### config.mk
export PLATFORM = sky130hd
export DESIGN_NAME = program_sequencer_table_read
export DESIGN_NICKNAME = d
export VERILOG_FILES = /design/src/seq_pkg.sv /design/src/irq_if.sv /design/src/irq_arbiter.sv /design/src/program_sequencer_table_read.sv
export VERILOG_INCLUDE_DIRS = /design/src
export SDC_FILE = /design/constraint.sdc
export NUM_CORES = 1
export LEC_CHECK = 0
export BUFFER_PORTS_ARGS = -buffer_cell sky130_fd_sc_hd__buf_2
export CAP_MARGIN = 10
export CORE_ASPECT_RATIO = 0.75
export CORE_MARGIN = 4
export CORE_UTILIZATION = 50
export CTS_BUF_LIST = sky130_fd_sc_hd__clkbuf_8
export DETAILED_ROUTE_END_ITERATION = 10
export HOLD_SLACK_MARGIN = 0.08
export PLACE_DENSITY = 0.79
export SKIP_LAST_GASP = 1
export SYNTH_ARGS = -nofsm -noshare
export SYNTH_HDL_FRONTEND = slang
export SYNTH_SLANG_ARGS = --single-unit
### constraint.sdc
create_clock -name ref_clk -period 3.8 [get_ports ref_clk]
set_input_delay 0.38 -clock ref_clk [delete_from_list [all_inputs] [get_ports ref_clk]]
set_output_delay 0.38 -clock ref_clk [all_outputs]
set_load 0.005 [all_outputs]
### src/seq_cfg.svh
// constants for the program sequencer and table read logic
`ifndef SEQ_CFG_SVH
`define SEQ_CFG_SVH
`define PC_WIDTH 15
`define PHASES_PER_CYCLE 4
`define PHASE_WIDTH 2
`define VEC_RESET 15'h0000
`define VEC_IRQ_A 15'h0004
`define VEC_IRQ_B 15'h0008
`define VEC_TIMER0 15'h000c
`define VEC_TIMER1 15'h0010
`define VEC_SERIAL 15'h0014
`define VEC_MULTI 15'h0018
`define IRQ_COUNT 6
`define ADDR_PC_LOW 8'h06
`define ADDR_TABLE_PTR_LOW 8'h07
`define ADDR_TABLE_HIGH_LATCH 8'h08
`define ADDR_TABLE_PAGE_PTR 8'h1f
`define ADDR_BANK_SELECT 8'h04
`define BANK_LSB 5
`define BANK_MSB 6
`define JUMP_WIDTH 13
`define LAST_PAGE 7'h7f
`define RESET_BYTE 8'h00
`endif

### src/seq_pkg.sv
// types shared by the program sequencer modules
package seq_pkg;
  typedef enum logic [2:0]
  {
    op_next = 3'h0,
    op_skip = 3'h1,
    op_jump = 3'h3,
    op_return = 3'h2,
    op_table_current = 3'h6,
    op_table_last = 3'h7
  } op_type;
  typedef enum logic [1:0]
  {
    st_run = 2'h0,
    st_dummy = 2'h1,
    st_table = 2'h3
  } state_type;
endpackage : seq_pkg

### src/irq_if.sv
// interrupt request and grant signals between arbiter and sequencer
`timescale 1ns/1ns
interface irq_if;
  logic [5:0] pending;
  logic grant_valid;
  logic [14:0] grant_vector;
  logic [5:0] grant_onehot;
  modport arb (input pending, output grant_valid, output grant_vector,
    output grant_onehot);
  modport seq (output pending, input grant_valid, input grant_vector,
    input grant_onehot);
endinterface : irq_if

### src/irq_arbiter.sv
// fixed priority interrupt arbiter, lowest vector wins
`timescale 1ns/1ns
`include "seq_cfg.svh"
module irq_arbiter
(
  irq_if.arb irq
);
  always_comb
  begin
    irq.grant_valid = 1'b0;
    irq.grant_vector = `VEC_RESET;
    irq.grant_onehot = 6'h00;
    if (irq.pending[0])
    begin
      irq.grant_valid = 1'b1; // RULE_23
      irq.grant_vector = `VEC_IRQ_A;
      irq.grant_onehot = 6'h01;
    end
    else if (irq.pending[1])
    begin
      irq.grant_valid = 1'b1;
      irq.grant_vector = `VEC_IRQ_B;
      irq.grant_onehot = 6'h02;
    end
    else if (irq.pending[2])
    begin
      irq.grant_valid = 1'b1;
      irq.grant_vector = `VEC_TIMER0;
      irq.grant_onehot = 6'h04;
    end
    else if (irq.pending[3])
    begin
      irq.grant_valid = 1'b1;
      irq.grant_vector = `VEC_TIMER1;
      irq.grant_onehot = 6'h08;
    end
    else if (irq.pending[4])
    begin
      irq.grant_valid = 1'b1;
      irq.grant_vector = `VEC_SERIAL;
      irq.grant_onehot = 6'h10;
    end
    else if (irq.pending[5])
    begin
      irq.grant_valid = 1'b1;
      irq.grant_vector = `VEC_MULTI;
      irq.grant_onehot = 6'h20;
    end
  end
endmodule : irq_arbiter

### src/program_sequencer_table_read.sv
// program counter, bank selection, vectoring and table reads
`timescale 1ns/1ns
`include "seq_cfg.svh"
// Overview of operation
// [RULE_01] a true skip discards the prefetched word and runs a dummy cycle
// [RULE_02] pc low byte is read/write; writing jumps in-page with a dummy
// [RULE_03] top counter bit comes from bank select bit 5; the code takes bit 14 from bank bit 6 and bit 13 from bank bit 5
// [RULE_04] program memory is 32768 words of 16 bits, by pc or table pointer
// [RULE_05] banks hold 8192 words, chosen by bank select bits 5 and 6
// [RULE_06] software sets bank bits before 13-bit jumps and calls
// [RULE_07] returns restore the full counter, bank bits included
// [RULE_08] reset loads the counter with address zero
// [RULE_09] vector 004h for external request a or conversion done
// [RULE_10] vector 008h for external request b or serial transfer done
// [RULE_11] timer 0 overflow vectors to 00ch
// [RULE_12] timer 1 overflow vectors to 010h
// [RULE_13] uart or serial completion vectors to 014h
// [RULE_14] multi-function sources vector to 018h
// [RULE_15] current-page table read uses page pointer over pointer low byte
// [RULE_16] last-page table read forces bits 14..8 to ones
// [RULE_17] table read low byte to data memory, rest to high latch
// [RULE_18] table reads take two instruction cycles
// [RULE_19] software loads both table pointers before a table read
// [RULE_20] an instruction cycle is four clocks, fetch overlaps execute
// [RULE_21] counter steps by one per fetch; changing it costs two cycles
// [RULE_22] full stack holds enabled requests unacknowledged until a return
// [RULE_23] simultaneous requests are served lowest vector first
module program_sequencer_table_read
#(
  parameter bit SRC_A_IS_ADC = 1'b0,
  parameter bit SRC_B_IS_SERIAL = 1'b0,
  parameter bit SRC_E_IS_SERIAL = 1'b0
)
(
  input wire logic ref_clk,
  input wire logic reset,
  input wire logic [7:0] reg_addr,
  input wire logic [7:0] reg_wdata,
  input wire logic reg_write,
  input wire logic reg_read,
  output logic [7:0] reg_rdata,
  input wire logic [2:0] op_code,
  input wire logic op_valid,
  input wire logic skip_true,
  input wire logic [12:0] jump_target,
  input wire logic [14:0] return_addr,
  input wire logic stack_full,
  input wire logic ext_irq_a,
  input wire logic ext_irq_b,
  input wire logic adc_done,
  input wire logic spi_done,
  input wire logic timer0_ovf,
  input wire logic timer1_ovf,
  input wire logic uart_done,
  input wire logic multi_event,
  input wire logic [5:0] irq_enable,
  input wire logic [15:0] rom_data,
  output logic [14:0] rom_addr,
  output logic fetch_strobe,
  output logic cycle_end,
  output logic discard_fetch,
  output logic irq_ack,
  output logic [5:0] irq_ack_line,
  output logic [14:0] push_addr,
  output logic [7:0] table_low_data,
  output logic table_low_write
);
  localparam logic [1:0] last_phase = 2'(`PHASES_PER_CYCLE - 1);
  logic [1:0] phase_reg;
  seq_pkg::state_type state_reg;
  logic [14:0] pc_reg;
  logic [7:0] bank_select_reg;
  logic [7:0] table_ptr_low_reg;
  logic [7:0] table_page_ptr_reg;
  logic [7:0] table_high_latch_reg;
  logic [5:0] pending_reg;
  logic [1:0] irq_raw_reg;
  logic [1:0] irq_sync_reg;
  logic [1:0] irq_prev_reg;
  logic [5:0] src_now;
  logic cycle_done;
  logic irq_take;
  logic pcl_write;
  logic [14:0] table_addr;
  logic table_last_reg;
  irq_if irq ();

  irq_arbiter arbiter
  (
    .irq(irq)
  );

  // bank bits form the top two address bits of a 13-bit jump
  function automatic logic [14:0] bank_addr(input logic [7:0] bank,
    input logic [12:0] low);
    bank_addr = {bank[`BANK_MSB], bank[`BANK_LSB], low}; // RULE_03 RULE_05
  endfunction : bank_addr

  assign cycle_done = (phase_reg == last_phase);
  assign pcl_write = reg_write && (reg_addr == `ADDR_PC_LOW);
  assign irq_take = cycle_done && (state_reg == seq_pkg::st_run)
    && irq.grant_valid && !stack_full; // RULE_22
  assign table_addr = table_last_reg
    ? {`LAST_PAGE, table_ptr_low_reg} // RULE_16
    : {table_page_ptr_reg[6:0], table_ptr_low_reg}; // RULE_15

  // the op code is free to change once taken, so the table kind is kept
  always_ff @(posedge ref_clk or posedge reset)
  begin
    if (reset)
      table_last_reg <= 1'b0;
    else if (cycle_done && state_reg == seq_pkg::st_run)
      table_last_reg <= (op_code == seq_pkg::op_table_last); // RULE_16
  end

  // external pins pass two flops before edge detection
  always_ff @(posedge ref_clk or posedge reset)
  begin
    if (reset)
    begin
      irq_raw_reg <= 2'h0;
      irq_sync_reg <= 2'h0;
      irq_prev_reg <= 2'h0;
    end
    else
    begin
      irq_raw_reg <= {ext_irq_b, ext_irq_a};
      irq_sync_reg <= irq_raw_reg;
      irq_prev_reg <= irq_sync_reg;
    end
  end

  always_comb
  begin
    src_now[0] = SRC_A_IS_ADC ? adc_done
      : (irq_sync_reg[0] && !irq_prev_reg[0]); // RULE_09
    src_now[1] = SRC_B_IS_SERIAL ? spi_done
      : (irq_sync_reg[1] && !irq_prev_reg[1]); // RULE_10
    src_now[2] = timer0_ovf; // RULE_11
    src_now[3] = timer1_ovf; // RULE_12
    src_now[4] = SRC_E_IS_SERIAL ? spi_done : uart_done; // RULE_13
    src_now[5] = multi_event; // RULE_14
  end

  assign irq.pending = pending_reg & irq_enable;

  // a new event in the grant cycle is kept: set wins over clear
  always_ff @(posedge ref_clk or posedge reset)
  begin
    if (reset)
      pending_reg <= 6'h00;
    else if (irq_take)
      pending_reg <= (pending_reg & ~irq.grant_onehot) | src_now;
    else
      pending_reg <= pending_reg | src_now; // RULE_22
  end

  always_ff @(posedge ref_clk or posedge reset)
  begin
    if (reset)
      phase_reg <= 2'h0;
    else
      phase_reg <= phase_reg + 2'h1; // RULE_20
  end

  // sequencer state: dummy and table cycles are the second of two
  always_ff @(posedge ref_clk or posedge reset)
  begin
    if (reset)
      state_reg <= seq_pkg::st_run;
    else if (cycle_done)
    begin
      case (state_reg)
        seq_pkg::st_run:
        begin
          if (irq_take)
            state_reg <= seq_pkg::st_dummy;
          else if (pcl_write)
            state_reg <= seq_pkg::st_dummy; // RULE_02
          else if (op_valid && op_code == seq_pkg::op_skip && skip_true)
            state_reg <= seq_pkg::st_dummy; // RULE_01
          else if (op_valid && (op_code == seq_pkg::op_jump
            || op_code == seq_pkg::op_return))
            state_reg <= seq_pkg::st_dummy; // RULE_21
          else if (op_valid && (op_code == seq_pkg::op_table_current
            || op_code == seq_pkg::op_table_last))
            state_reg <= seq_pkg::st_table; // RULE_18
        end
        default:
          state_reg <= seq_pkg::st_run;
      endcase
    end
  end

  always_ff @(posedge ref_clk or posedge reset)
  begin
    if (reset)
      pc_reg <= `VEC_RESET; // RULE_08
    else if (cycle_done)
    begin
      if (irq_take)
        pc_reg <= irq.grant_vector;
      else if (state_reg == seq_pkg::st_table)
        pc_reg <= pc_reg;
      else if (state_reg == seq_pkg::st_dummy)
        pc_reg <= pc_reg + 15'h0001; // RULE_21
      else if (pcl_write)
        pc_reg <= {pc_reg[14:8], reg_wdata}; // RULE_02
      else if (op_valid && op_code == seq_pkg::op_jump)
        pc_reg <= bank_addr(bank_select_reg, jump_target); // RULE_06
      else if (op_valid && op_code == seq_pkg::op_return)
        pc_reg <= return_addr; // RULE_07
      else if (op_valid && (op_code == seq_pkg::op_table_current
        || op_code == seq_pkg::op_table_last))
        pc_reg <= pc_reg;
      else
        pc_reg <= pc_reg + 15'h0001; // RULE_21
    end
  end

  // skip advances past the discarded word during the dummy cycle
  always_ff @(posedge ref_clk or posedge reset)
  begin
    if (reset)
      discard_fetch <= 1'b0;
    else if (cycle_done)
      discard_fetch <= (state_reg == seq_pkg::st_run) && !irq_take
        && (pcl_write || (op_valid && op_code != seq_pkg::op_next
        && !(op_code == seq_pkg::op_skip && !skip_true))); // RULE_01
  end

  always_ff @(posedge ref_clk or posedge reset)
  begin
    if (reset)
    begin
      bank_select_reg <= `RESET_BYTE;
      table_ptr_low_reg <= `RESET_BYTE;
      table_page_ptr_reg <= `RESET_BYTE;
    end
    else if (reg_write)
    begin
      if (reg_addr == `ADDR_BANK_SELECT)
        bank_select_reg <= reg_wdata;
      else if (reg_addr == `ADDR_TABLE_PTR_LOW)
        table_ptr_low_reg <= reg_wdata; // RULE_19
      else if (reg_addr == `ADDR_TABLE_PAGE_PTR)
        table_page_ptr_reg <= reg_wdata;
    end
  end

  // table word lands at the end of the second cycle
  always_ff @(posedge ref_clk or posedge reset)
  begin
    if (reset)
    begin
      table_high_latch_reg <= `RESET_BYTE;
      table_low_data <= `RESET_BYTE;
      table_low_write <= 1'b0;
    end
    else
    begin
      table_low_write <= cycle_done && state_reg == seq_pkg::st_table;
      if (cycle_done && state_reg == seq_pkg::st_table)
      begin
        table_low_data <= rom_data[7:0]; // RULE_17
        table_high_latch_reg <= rom_data[15:8];
      end
    end
  end

  always_ff @(posedge ref_clk or posedge reset)
  begin
    if (reset)
      reg_rdata <= `RESET_BYTE;
    else if (reg_read)
    begin
      if (reg_addr == `ADDR_PC_LOW)
        reg_rdata <= pc_reg[7:0]; // RULE_02
      else if (reg_addr == `ADDR_BANK_SELECT)
        reg_rdata <= bank_select_reg;
      else if (reg_addr == `ADDR_TABLE_PTR_LOW)
        reg_rdata <= table_ptr_low_reg;
      else if (reg_addr == `ADDR_TABLE_HIGH_LATCH)
        reg_rdata <= table_high_latch_reg;
      else if (reg_addr == `ADDR_TABLE_PAGE_PTR)
        reg_rdata <= table_page_ptr_reg;
      else
        reg_rdata <= `RESET_BYTE;
    end
  end

  // rom address switches to the table word only inside the table cycle
  always_ff @(posedge ref_clk or posedge reset)
  begin
    if (reset)
    begin
      rom_addr <= `VEC_RESET;
      fetch_strobe <= 1'b0;
      cycle_end <= 1'b0;
      irq_ack <= 1'b0;
      irq_ack_line <= 6'h00;
      push_addr <= `VEC_RESET;
    end
    else
    begin
      fetch_strobe <= (phase_reg == 2'h0); // RULE_04
      cycle_end <= cycle_done;
      irq_ack <= irq_take;
      irq_ack_line <= irq_take ? irq.grant_onehot : 6'h00;
      if (irq_take)
        push_addr <= pc_reg;
      if (state_reg == seq_pkg::st_table)
        rom_addr <= table_addr; // RULE_04
      else
        rom_addr <= pc_reg;
    end
  end
endmodule : program_sequencer_table_read

* Word-level counts from Yosys, hierarchy flattened *
Index checks and enable logic that the tools add are counted.

operators by class
  add/sub/neg operators = 2
  equal/unequal tests = 18
  mux-type cells = 40
  bitwise logic cells = 7
  reduce and logical (&&, ||, !) cells = 36

operators by type and width
  kind                                                 number
  2-to-1 mux 15 bit                                    14
  2-to-1 mux 6 bit                                     8
  2-to-1 mux 8 bit                                     5
  equality test 8 x 3 -> 1 bit, second input constant  3
  logical AND 1 bit                                    18
  adder 15 x 1 -> 15 bit, second input constant        1
  AND 6 bit                                            2
  2-to-1 mux 2 bit                                     6
  != test 6 x 3 -> 1 bit, second input constant        2
  OR 6 bit                                             2
  equality test 8 x 4 -> 1 bit, second input constant  1
  equality test 8 x 5 -> 1 bit, second input constant  1
  AND reduction 4 bit                                  2
  equality test 3 x 2 -> 1 bit, second input constant  2
  equality test 3 bit, second input constant           2
  zero test 1 bit                                      6
  2-to-1 mux 1 bit                                     6
  NOT 6 bit                                            1
  AND reduction 3 bit                                  2
  2-to-1 mux 5 bit                                     1
  != test 5 x 2 -> 1 bit, second input constant        1
  equality test 2 bit, second input constant           2
  zero test 2 bit                                      2
  AND reduction 2 bit                                  2
  8 further kinds                                      11

word-level totals
  register bits = 121
  input bits = 84
  word-level logic and storage cells = 126

* Logic depth before layout (Yosys ltp) *
Gate-level depths: netlist of the first run.

  word-level depth = 12
  depth in mapped cells = 9
  gate-level depth less buffers = 8

* Hierarchy *
Synthesis of the first run repeated with hierarchy kept, for this count alone.

unflattened totals
  cells, all modules = 590
  area, all modules = 6042.0 um2

by module, submodules not included
  module                        instances  cells an instance  area an instance (um2)  sequential area each (um2)
  program_sequencer_table_read  1          560                5838.1                  3027.9
  irq_arbiter                   1          30                 203.9                   0.0

* Worst setup path after synthesis of the first run *
Ideal clock, no wire load.

  kind = reg2reg
  start = reg phase_reg[0]
  end = reg pc_reg[13]
  setup time = 121 ps
  arrival time = 1954 ps
  data required time = 3679 ps
  path slack = 1725 ps
  stages on the path, launching flop included = 9
  period minus slack after synthesis = 2075 ps
  cell sequence = dfrtp_1 > ha_1 > buf_2 > or4b_1 > a31o_4 > nand3_1 > nor2_1 > a21o_1 > a22o_1

on the way
  cells in the longest elaborated chain, start to end = 6
  elaborated cells between the ends (all ways) = 9

ends and longest elaborated chain
  item                                                      line                                 text
  from (decl)                                               program_sequencer_table_read.sv:69   logic [1:0] phase_reg;
  from (signal assigned)                                    program_sequencer_table_read.sv:163  phase_reg <= phase_reg + 2'h1;
  equality test 2 bit (*)                                   program_sequencer_table_read.sv:99   assign cycle_done = (phase_reg == last_phase);
  via cycle_done                                            program_sequencer_table_read.sv:81   logic cycle_done;
  logical AND 1 bit                                         program_sequencer_table_read.sv:101  assign irq_take = cycle_done && (state_reg == seq_pkg::st_run)
  logical AND 1 bit (2 in a row)                            program_sequencer_table_read.sv:102  && irq.grant_valid && !stack_full;
  != test 5 x 2 -> 1 bit (no line) (tied with other cells)  n/a
  AND reduction 4 bit (no line)                             n/a
  to (signal assigned)                                      program_sequencer_table_read.sv:198  pc_reg <= `VEC_RESET;
  to (signal assigned)                                      program_sequencer_table_read.sv:202  pc_reg <= irq.grant_vector;
  to (signal assigned)                                      program_sequencer_table_read.sv:204  pc_reg <= pc_reg;
  to (decl)                                                 program_sequencer_table_read.sv:71   logic [14:0] pc_reg;

The timed path passes the listed nets; every way through them passes the cells marked *.
A chain may end at the register's enable or synchronous reset.

* Final worst setup path of the first run *
  start = reg pending_reg[5]
  end = reg pc_reg[2]

on the way
  cells in the longest elaborated chain, start to end = 11
  elaborated cells between the ends (all ways) = 13

ends and longest elaborated chain
  item                                                                      line                                 text
  from (decl)                                                               program_sequencer_table_read.sv:76   logic [5:0] pending_reg;
  from (signal assigned)                                                    program_sequencer_table_read.sv:153  pending_reg <= (pending_reg & ~irq.grant_onehot) | src_now;
  from (signal assigned)                                                    program_sequencer_table_read.sv:155  pending_reg <= pending_reg | src_now;
  AND 6 bit (*)                                                             program_sequencer_table_read.sv:145  assign irq.pending = pending_reg & irq_enable;
  2-to-1 mux 1 bit (*)                                                      irq_arbiter.sv:43                    else if (irq.pending[5])
  2-to-1 mux 1 bit (*)                                                      irq_arbiter.sv:37                    else if (irq.pending[4])
  2-to-1 mux 1 bit (*)                                                      irq_arbiter.sv:31                    else if (irq.pending[3])
  2-to-1 mux 1 bit (*)                                                      irq_arbiter.sv:25                    else if (irq.pending[2])
  2-to-1 mux 1 bit (*)                                                      irq_arbiter.sv:19                    else if (irq.pending[1])
  2-to-1 mux 1 bit (*)                                                      irq_arbiter.sv:13                    if (irq.pending[0])
  logical AND 1 bit (*) (2 in a row)                                        program_sequencer_table_read.sv:102
  != test 6 x 3 -> 1 bit (no line) / != test 2 bit (equally long branches)  n/a
  AND reduction 3 bit (no line)                                             n/a

Mark *: on every way between the ends. The rest lies on a longest branch, timed or not.

==> results.toml, run 1 <==
[outcome]
status = "finished clean"

[clock_network]
htreeDepth = 4
clock_path_buffers = 2
clk_pin_slew_worst_paths_ns = 0.07
cts_tree = "built"
cts_setup_buffers = 0
cts.sinks = 121
ctsHoldBuffers = 3
root_buffer = "clkbuf_8"
cts_resized = 0
insertion_delay_ns = 0.45
cts_buffers = 17

[sta]
hold_viol = 0
layout_min_cycle_time_ns = 2.63
hold_ws_ns = 0.112
fin_worst_skew_ns = 0.00978
timing.fmax_mhz = 380
rsz0062_at_grt = "no"
slew_violations = 0
tightest_slew_ns = 1.12
setup_tns_ns = 0
period_share_pct = 69.2
setup_viol = 0
maxSlewHeadroom_pct = 24.7

[synthesis]
syn_area_mm2 = 0.00580
synth_seq_cells = 121
ys.flop_type = "dfrtp_1"
synth-edff-count = 0
yosysUniqueCellTypes = 63
synth_nets = 652
syn_area_per_cell_um2 = 10.3
synthCells = 565
async_reset_ff_share_pct = 100
seq_area_frac_synth_pct = 52.2
ys_warn_count = 0

[layout]
finalInstanceArea_mm2 = 0.00696
fillers = 913
layout.cells.non_filler = 854
fin_util_pct = 62.7
fin_nets = 787
layout.cells.most_common = "buf_2"
multi_input_area_mm2 = 0.00257
drive_gt1_share_pct = 32.1
synthToLayoutAreaGrowth_pct = 20.1
regArea_mm2 = 0.00303
final_cell_mix = "buf_2, dfrtp_1, nand2_1"

[global_routing]
gr-total-overflow = 0
antenna_found_initial = 1
grt_pass1_vias = 5096
grt_max_degree = 47
grtUsageTotal_pct = 25.5
grt_pass1_wl_mm = 26.6

[power]
pwr_density_cell_mw_per_mm2 = 527
p_leak_uw = 0.00343
worst_ir_drop_vdd_mv = 0.297

[route]
via_per_inst = 6.01
first_pass_iters = 5
drc = 0
routed_wirelength_mm = 16.4
route.vias.total = 5135
ant_nets = 0
first_iter_violations = 464
drt-wirelength-per-cell_um = 19.2

[placement]
post-dp-hpwl_mm = 12.2
placed_area_mm2 = 0.00656
gp_congestion = 0.937
portBuffers = 138
dp.cells = 818

[die]
die_w_um = 132
ios = 141
core_mm2 = 0.0111
fp.dieH_um = 101
fp-row-count = 33
start_util_pct = 52.2
die_area_mm2 = 0.0134

[run]
drv_cap = 0

[worst_hold_path]
hold_path_class = "input pin to flip-flop"

[worst_setup_path]
crit_path_end_kind = "flip-flop"
critical_path_arrival_ns = 3.02
worst-setup-path-type = "flip-flop to flip-flop"
worstPathMaxFanout = 24
crit_required_ns = 4.18
start_kind = "flip-flop"
[through the flow]
step                      power, uW  setup slack (ns)
after CTS                      3670              1.22
after global placement         2560              1.17
final                          3670              1.17
after floorplan                2190             0.206
after global routing           3860             0.981
after detailed placement       2590              1.06
[Yosys cell counts (4+ instances only)]
| library cell | instances | area share (%) |
|---|---|---|
| nand3_1 | 14 | 1.2 |
| and3_1 | 5 | 0.54 |
| nand4_1 | 4 | 0.43 |
| or3_1 | 4 | 0.43 |
| nor3_1 | 8 | 0.69 |
| inv_1 | 16 | 1.0 |
| nand2_1 | 91 | 5.9 |
| dfrtp_1 | 121 | 52 |
| mux2_2 | 52 | 10 |
| and2_1 | 4 | 0.43 |
| nor4_1 | 4 | 0.43 |
| a22o_1 | 6 | 0.91 |
| mux2i_1 | 12 | 2.1 |
| a21o_1 | 11 | 1.4 |
| nor2_1 | 34 | 2.2 |
| a221oi_1 | 4 | 0.60 |
| o21ai_0 | 40 | 3.5 |
| a22oi_1 | 4 | 0.52 |
| a31oi_1 | 7 | 0.76 |
| buf_2 | 5 | 0.43 |
| clkbuf_1 | 19 | 1.2 |
| a21oi_1 | 33 | 2.8 |
[area by class of cell]
cell class | count | area share [%]
timing repair buffer | 145 | 10.8
multi-input combinational | 398 | 36.9
inverter | 17 | 0.953
sequential | 121 | 43.5
antenna | 1 | 0.0360
clock buffer | 21 | 4.15
clock inverter | 11 | 1.17
tap | 140 | 2.52
[worst max-delay path, stage by stage (launching register included)]
cell and delay, ns:
dfrtp_1 0.40, a222oi_1 0.53, a31o_4 0.42, clkinv_1 0.30
buf_4 0.29, a21oi_1 0.16, o21ai_0 0.13, o211ai_1 0.19
o21a_1 0.15
[routing by layer]
metal  track usage, %  vias to the layer above  routed length (um)
li1                 -                     2307                   -
met1             35.3                     2528                7090
met2             39.4                      279                7390
met3             7.60                       21                1740
met4             7.75                        0                 217
met5                0                        -                   0
[worst paths after layout]
| kind | start | endpoint | slack, ns | cells past startpoint |
|---|---|---|---|---|
| setup / recovery | pending_reg[5] | pc_reg[2] | 1.17 | 8 |
| hold / removal | timer1_ovf | pending_reg[3] | 0.11 | 2 |
| setup reg to reg | pending_reg[5] | pc_reg[2] | 1.17 | 8 |
| hold reg to reg | irq_raw_reg[0] | irq_sync_reg[0] | 0.37 | 0 |
| max in group asynchronous | reset | pc_reg[14] | 2.32 | 4 |
| min in group asynchronous | reset | table_low_data[0] | 0.52 | 3 |
[cell families after synthesis]
kind of cell             count (synthesis)  synth area share [%]
AND/OR/NAND/NOR                        186                  14.8
adder cells (fa/ha/maj)                  3                 0.648
buffers and inverters                   46                  3.48
AO/OA/AOI/OAI                          140                  15.9
multiplexers                            64                  12.2
XOR/XNOR                                 5                 0.756
flip-flops                             121                  52.2
[report_power, final]
| group | switching [uW] | internal [uW] |
|---|---|---|
| clock network | 503 | 572 |
| logic | 413 | 374 |
| registers | 269 | 1540 |
(Power assumes the default switching activity.)
==> run 2, diff against run 1 <==
==> constraint.sdc (replaced) <==
create_clock -name ref_clk -period 2.3 [get_ports ref_clk]
set_input_delay 0.23 -clock ref_clk [delete_from_list [all_inputs] [get_ports ref_clk]]
set_output_delay 0.23 -clock ref_clk [all_outputs]
set_load 0.005 [all_outputs]
==> run 2 against run 1 <==
Cell count rose by 7.0%. Global-route usage rose by 1.4 points. Die area unchanged. Routed wire length increased by 6.2%. Design area grew 9.1%. Largest cell class unchanged.
==> results.toml, run 2 (synthesized netlist as in run 1, its figures left out) <==
[clock_network]
root_buffer = "clkbuf_8"
cts_tree = "built"
cts.sinks = 121
clock_path_buffers = 2
cts_buffers = 17
htreeDepth = 4
clk_pin_slew_worst_paths_ns = 0.08
insertion_delay_ns = 0.46

[die]
die_w_um = 132
fp-row-count = 33
start_util_pct = 52.2
die_area_mm2 = 0.0134
fp.dieH_um = 101
ios = 141
core_mm2 = 0.0111

[sta]
fin_worst_skew_ns = 0.0121
hold_ws_ns = 0.0959
hold_viol = 0
slew_violations = 0
layout_min_cycle_time_ns = 2.19
period_share_pct = 95.0
maxSlewHeadroom_pct = 63.0
tightest_slew_ns = 0.553
setup_viol = 0
timing.fmax_mhz = 458

[layout]
final_cell_mix = "buf_2, dfrtp_1, nand2_1"
synthToLayoutAreaGrowth_pct = 31.0
antennaDiodeCount = 0
finalInstanceArea_mm2 = 0.00759
fillers = 881
layout.cells.most_common = "buf_2"
fin_nets = 848
fin_util_pct = 68.4
drive_gt1_share_pct = 34.1

[worst_setup_path]
crit_path_end_kind = "flip-flop"
slowest_stage = "or4b_1"
reg2reg_depth = 7
r2r_end = "pc_reg[14]"
start_kind = "flip-flop"
r2r_setup_slack_ns = 0.11
r2r_start = "phase_reg[1]"
worst-setup-path-type = "flip-flop to flip-flop"
crit_required_ns = 2.65
worst_path_largest_cell_delay_ns = 0.50
critical_path_arrival_ns = 2.54
worstPathMaxFanout = 8
cp_cell_sequence = "ha_1 -> or4b_1 -> a31o_4 -> nand3_1 -> nor2_1 -> a21o_1 -> a22o_1"

[route]
drc = 0
route.vias.total = 5289
drt-wirelength-per-cell_um = 19.1
routed_wirelength_mm = 17.4
first_pass_iters = 6
first_iter_violations = 450
via_per_inst = 5.79
ant_nets = 0

[placement]
portBuffers = 138
placed_area_mm2 = 0.00679
post-dp-hpwl_mm = 12.7
gp_congestion = 0.909

[global_routing]
grt_pass1_vias = 5337
gr-total-overflow = 0
grt_pass1_wl_mm = 27.9
antenna_found_initial = 0
grt_max_degree = 52
grtUsageTotal_pct = 26.9

[run]
drv_cap = 0

[worst_hold_path]
hold_path_end = "table_last_reg"
whs_path_depth = 3
min_from = "op_code[1]"
hold_path_class = "input pin to flip-flop"

[outcome]
status = "finished clean"

[power]
worst_ir_drop_vdd_mv = 0.692
pwr_density_cell_mw_per_mm2 = 864
p_leak_uw = 0.00372
p_total_uw = 6560
-- run 2: cell type report --
class                           count  area, um2  area share, %
Inverter                           17       67.6          0.890
Multi-Input combinational cell    398       2570           33.8
Clock buffer                       18        248           3.26
Clock inverter                     14        194           2.55
Timing Repair Buffer              206       1310           17.3
Sequential cell                   121       3030           39.9
Tap cell                          140        175           2.31
-- run 2: what timing repair did --
action                                  4_1_cts  5_1_grt
setup buffers                                 0        2
hold buffers                                 32        2
endpoints found under the setup margin        0        4
gates resized for setup                       0        1
hold endpoints to repair                     56        2
-- run 2: how the worst max path moves through the flow --
stage	from	endpoint	cells after the start	slack [ns]
final	phase_reg[1]	pc_reg[14]	7	0.11
after CTS	pending_reg[5]	pc_reg[2]	7	0.09
after detailed placement	pending_reg[5]	pc_reg[2]	7	0.11
after global routing	phase_reg[1]	pending_reg[5]	7	-0.01
after global placement	pending_reg[5]	pc_reg[2]	7	0.19
after floorplan	phase_reg[0]	pc_reg[13]	8	0.23
-- run 2: metal layers --
metal	global-route usage (%)	routed length [um]	up-vias
met3	8.64	1730	24
met4	6.79	221	0
met1	36.6	7530	2557
met5	0	0	-
li1	-	-	2430
met2	42.5	7970	278
-- run 2: metrics by stage --
step | cells | setup slack [ns] | TNS (ns)
floorplan | 565 | 0.225 | 0
CTS | 910 | 0.0871 | 0
finish | 914 | 0.115 | 0
global placement | 846 | 0.185 | 0
detailed placement | 846 | 0.113 | 0
global route | 914 | -0.0116 | -0.0116
-- run 2: power breakdown --
part / internal [uW] / leakage (uW) / switching [uW] / total, uW
logic: 735 / 0.00196 / 832 / 1570
clock network: 1210 / 0.000219 / 924 / 2140
registers: 2540 / 0.00154 / 318 / 2860
-- run 2: worst max-delay path, delay by kind of cell, from the launching register on --
family / cells / cell delay (ns)
simple gates: 3 / 0.88
flops: 1 / 0.38
fa+ha+maj: 1 / 0.21
compound gates: 3 / 0.61
==> run 3, diff against run 2 <==
--- a/config.mk
+++ b/config.mk
@@ -15,6 +15,7 @@
 export DETAILED_ROUTE_END_ITERATION = 10
 export HOLD_SLACK_MARGIN = 0.08
 export PLACE_DENSITY = 0.79
+export REMOVE_ABC_BUFFERS = 1
 export SKIP_LAST_GASP = 1
 export SYNTH_ARGS = -nofsm -noshare
 export SYNTH_HDL_FRONTEND = slang
==> run 3 against run 2 <==
Design area down 1.9%. Flip-flop and latch count unchanged. Utilization down 1.3 points. Via count up 0.68%. Combinational power about the same. Register-to-register slack worse by 0.02 ns. Setup slack worse by 0.024 ns. Fmax down 1.1%. Sequential share of layout area up 0.76 points. First-iteration DRC count up 5.3%. Power down 4.5%. Largest cell class unchanged.
==> results.toml, run 3 (synthesized netlist as in run 1, its figures left out) <==
[power]
switching_power_uw = 1950
pwr_density_cell_mw_per_mm2 = 841
seq_power_share_pct = 45.3
p_total_uw = 6270
p_clk_share_pct = 30.1
p_leak_uw = 0.00369
switching_share_pct = 31.1
p_int_uw = 4320
worst_ir_drop_vdd_mv = 0.476
comb_power_share_pct = 24.6

[worst_setup_path]
r2r_setup_slack_ns = 0.09
critical_path_arrival_ns = 2.52
r2r_start = "phase_reg[0]"
crit_required_ns = 2.61
worst-setup-path-type = "flip-flop to flip-flop"
r2r_end = "pc_reg[13]"
reg2reg_depth = 7
worstPathMaxFanout = 18
start_kind = "flip-flop"
crit_path_end_kind = "flip-flop"

[worst_hold_path]
min_from = "irq_enable[4]"
whs_path_depth = 3
hold_path_class = "input pin to flip-flop"
hold_path_end = "irq_ack_line[4]"

[sta]
layout_min_cycle_time_ns = 2.21
rsz0062_at_grt = "no"
slew_violations = 0
worst_slack_ns = 0.0905
tightest_slew_ns = 0.504
timing.fmax_mhz = 453
fin_worst_skew_ns = 0.00600
period_share_pct = 96.1
hold_viol = 0
maxSlewHeadroom_pct = 65.5
setup_viol = 0

[route]
routed_wirelength_mm = 16.8
ant_nets = 0
route.vias.total = 5325
first_pass_iters = 5
via_per_inst = 5.88
drt-wirelength-per-cell_um = 18.6
first_iter_violations = 474
drc = 0

[placement]
portBuffers = 138
gp_congestion = 0.911
post-dp-hpwl_mm = 12.3
placed_area_mm2 = 0.00679
dpl_worst_slack_ns = 0.0822

[layout]
fin_util_pct = 67.1
synthToLayoutAreaGrowth_pct = 28.6
antennaDiodeCount = 0
fin_nets = 840
layout.cells.most_common = "buf_2"
finalInstanceArea_mm2 = 0.00745
final_cell_mix = "buf_2, dfrtp_1, nand2_1"
drive_gt1_share_pct = 34.4

[die]
ios = 141
die_area_mm2 = 0.0134
die_w_um = 132
start_util_pct = 52.2
fp.dieH_um = 101
fp-row-count = 33
core_mm2 = 0.0111

[global_routing]
grt_max_degree = 71
antenna_found_initial = 0
grt_pass1_wl_mm = 27.2
gr-total-overflow = 0
grt_pass1_vias = 5205
grtUsageTotal_pct = 25.6

[clock_network]
cts.sinks = 121
htreeDepth = 4
clk_pin_slew_worst_paths_ns = 0.07
cts_buffers = 17
root_buffer = "clkbuf_8"
clock_path_buffers = 2
insertion_delay_ns = 0.43
cts_tree = "built"

[run]
drv_cap = 0

[outcome]
status = "finished clean"
==> run 3: power groups by stage <==
stage          clock network [uW]  registers (uW)  logic (uW)
2_1_floorplan                   0            2870         699
3_3_place_gp                    0            2840        1450
3_5_place_dp                    0            2870        1490
4_1_cts                      1920            2830        1530
5_1_grt                      2020            2880        1700
6_report                     1890            2840        1540
==> run 3: timing repair <==
| action | in CTS | in global routing |
|---|---|---|
| buffers inserted | 0 | 1 |
| endpoints found under the setup margin | 0 | 7 |
| hold buffers | 25 | 0 |
| endpoints found under the hold margin | 54 | 0 |
| gates resized for setup | 0 | 3 |
==> run 3: critical path: stages (launching register included) <==
cell and delay, ns:
dfrtp_1 0.35, ha_2 0.22, or4b_4 0.48, a31o_4 0.25, buf_4 0.20, and2_2 0.23
a21o_1 0.17, a22o_1 0.18
==> run 3: metal layers <==
metal	global-route usage, %	wire length, um
met5	0	0
met4	4.39	189
met3	7.94	1470
met2	40.9	7720
met1	35.4	7420
==> run 3: worst max-delay path by stage <==
| stage | startpoint | to | slack, ns | cells past startpoint |
|---|---|---|---|---|
| floorplan | reset | bank_select_reg[0] | -1.14 | 1 |
| global placement | phase_reg[0] | pc_reg[13] | 0.15 | 7 |
| detailed placement | phase_reg[0] | pc_reg[13] | 0.08 | 7 |
| CTS | phase_reg[0] | pc_reg[13] | 0.08 | 7 |
| global route | phase_reg[0] | pending_reg[3] | 0.01 | 7 |
| finish | phase_reg[0] | pc_reg[13] | 0.09 | 7 |
==> run 3: stage by stage <==
stage               hold WS [ns]  setup TNS (ns)  cells
finish                     0.107               0    905
global route              0.0845               0    905
CTS                       0.0808               0    904
detailed placement         0.258               0    848
global placement           0.241               0    848
floorplan                  0.261         -138.45    536
==> run 3: layout make-up <==
cell class,count,area (um2)
multi-input cells,398,2570
clock inverters,10,103
repair buffers,198,1220
inverters,17,66.3
fillers,902,3660
flip-flops and latches,121,3030
clock buffers,21,289
well taps,140,175
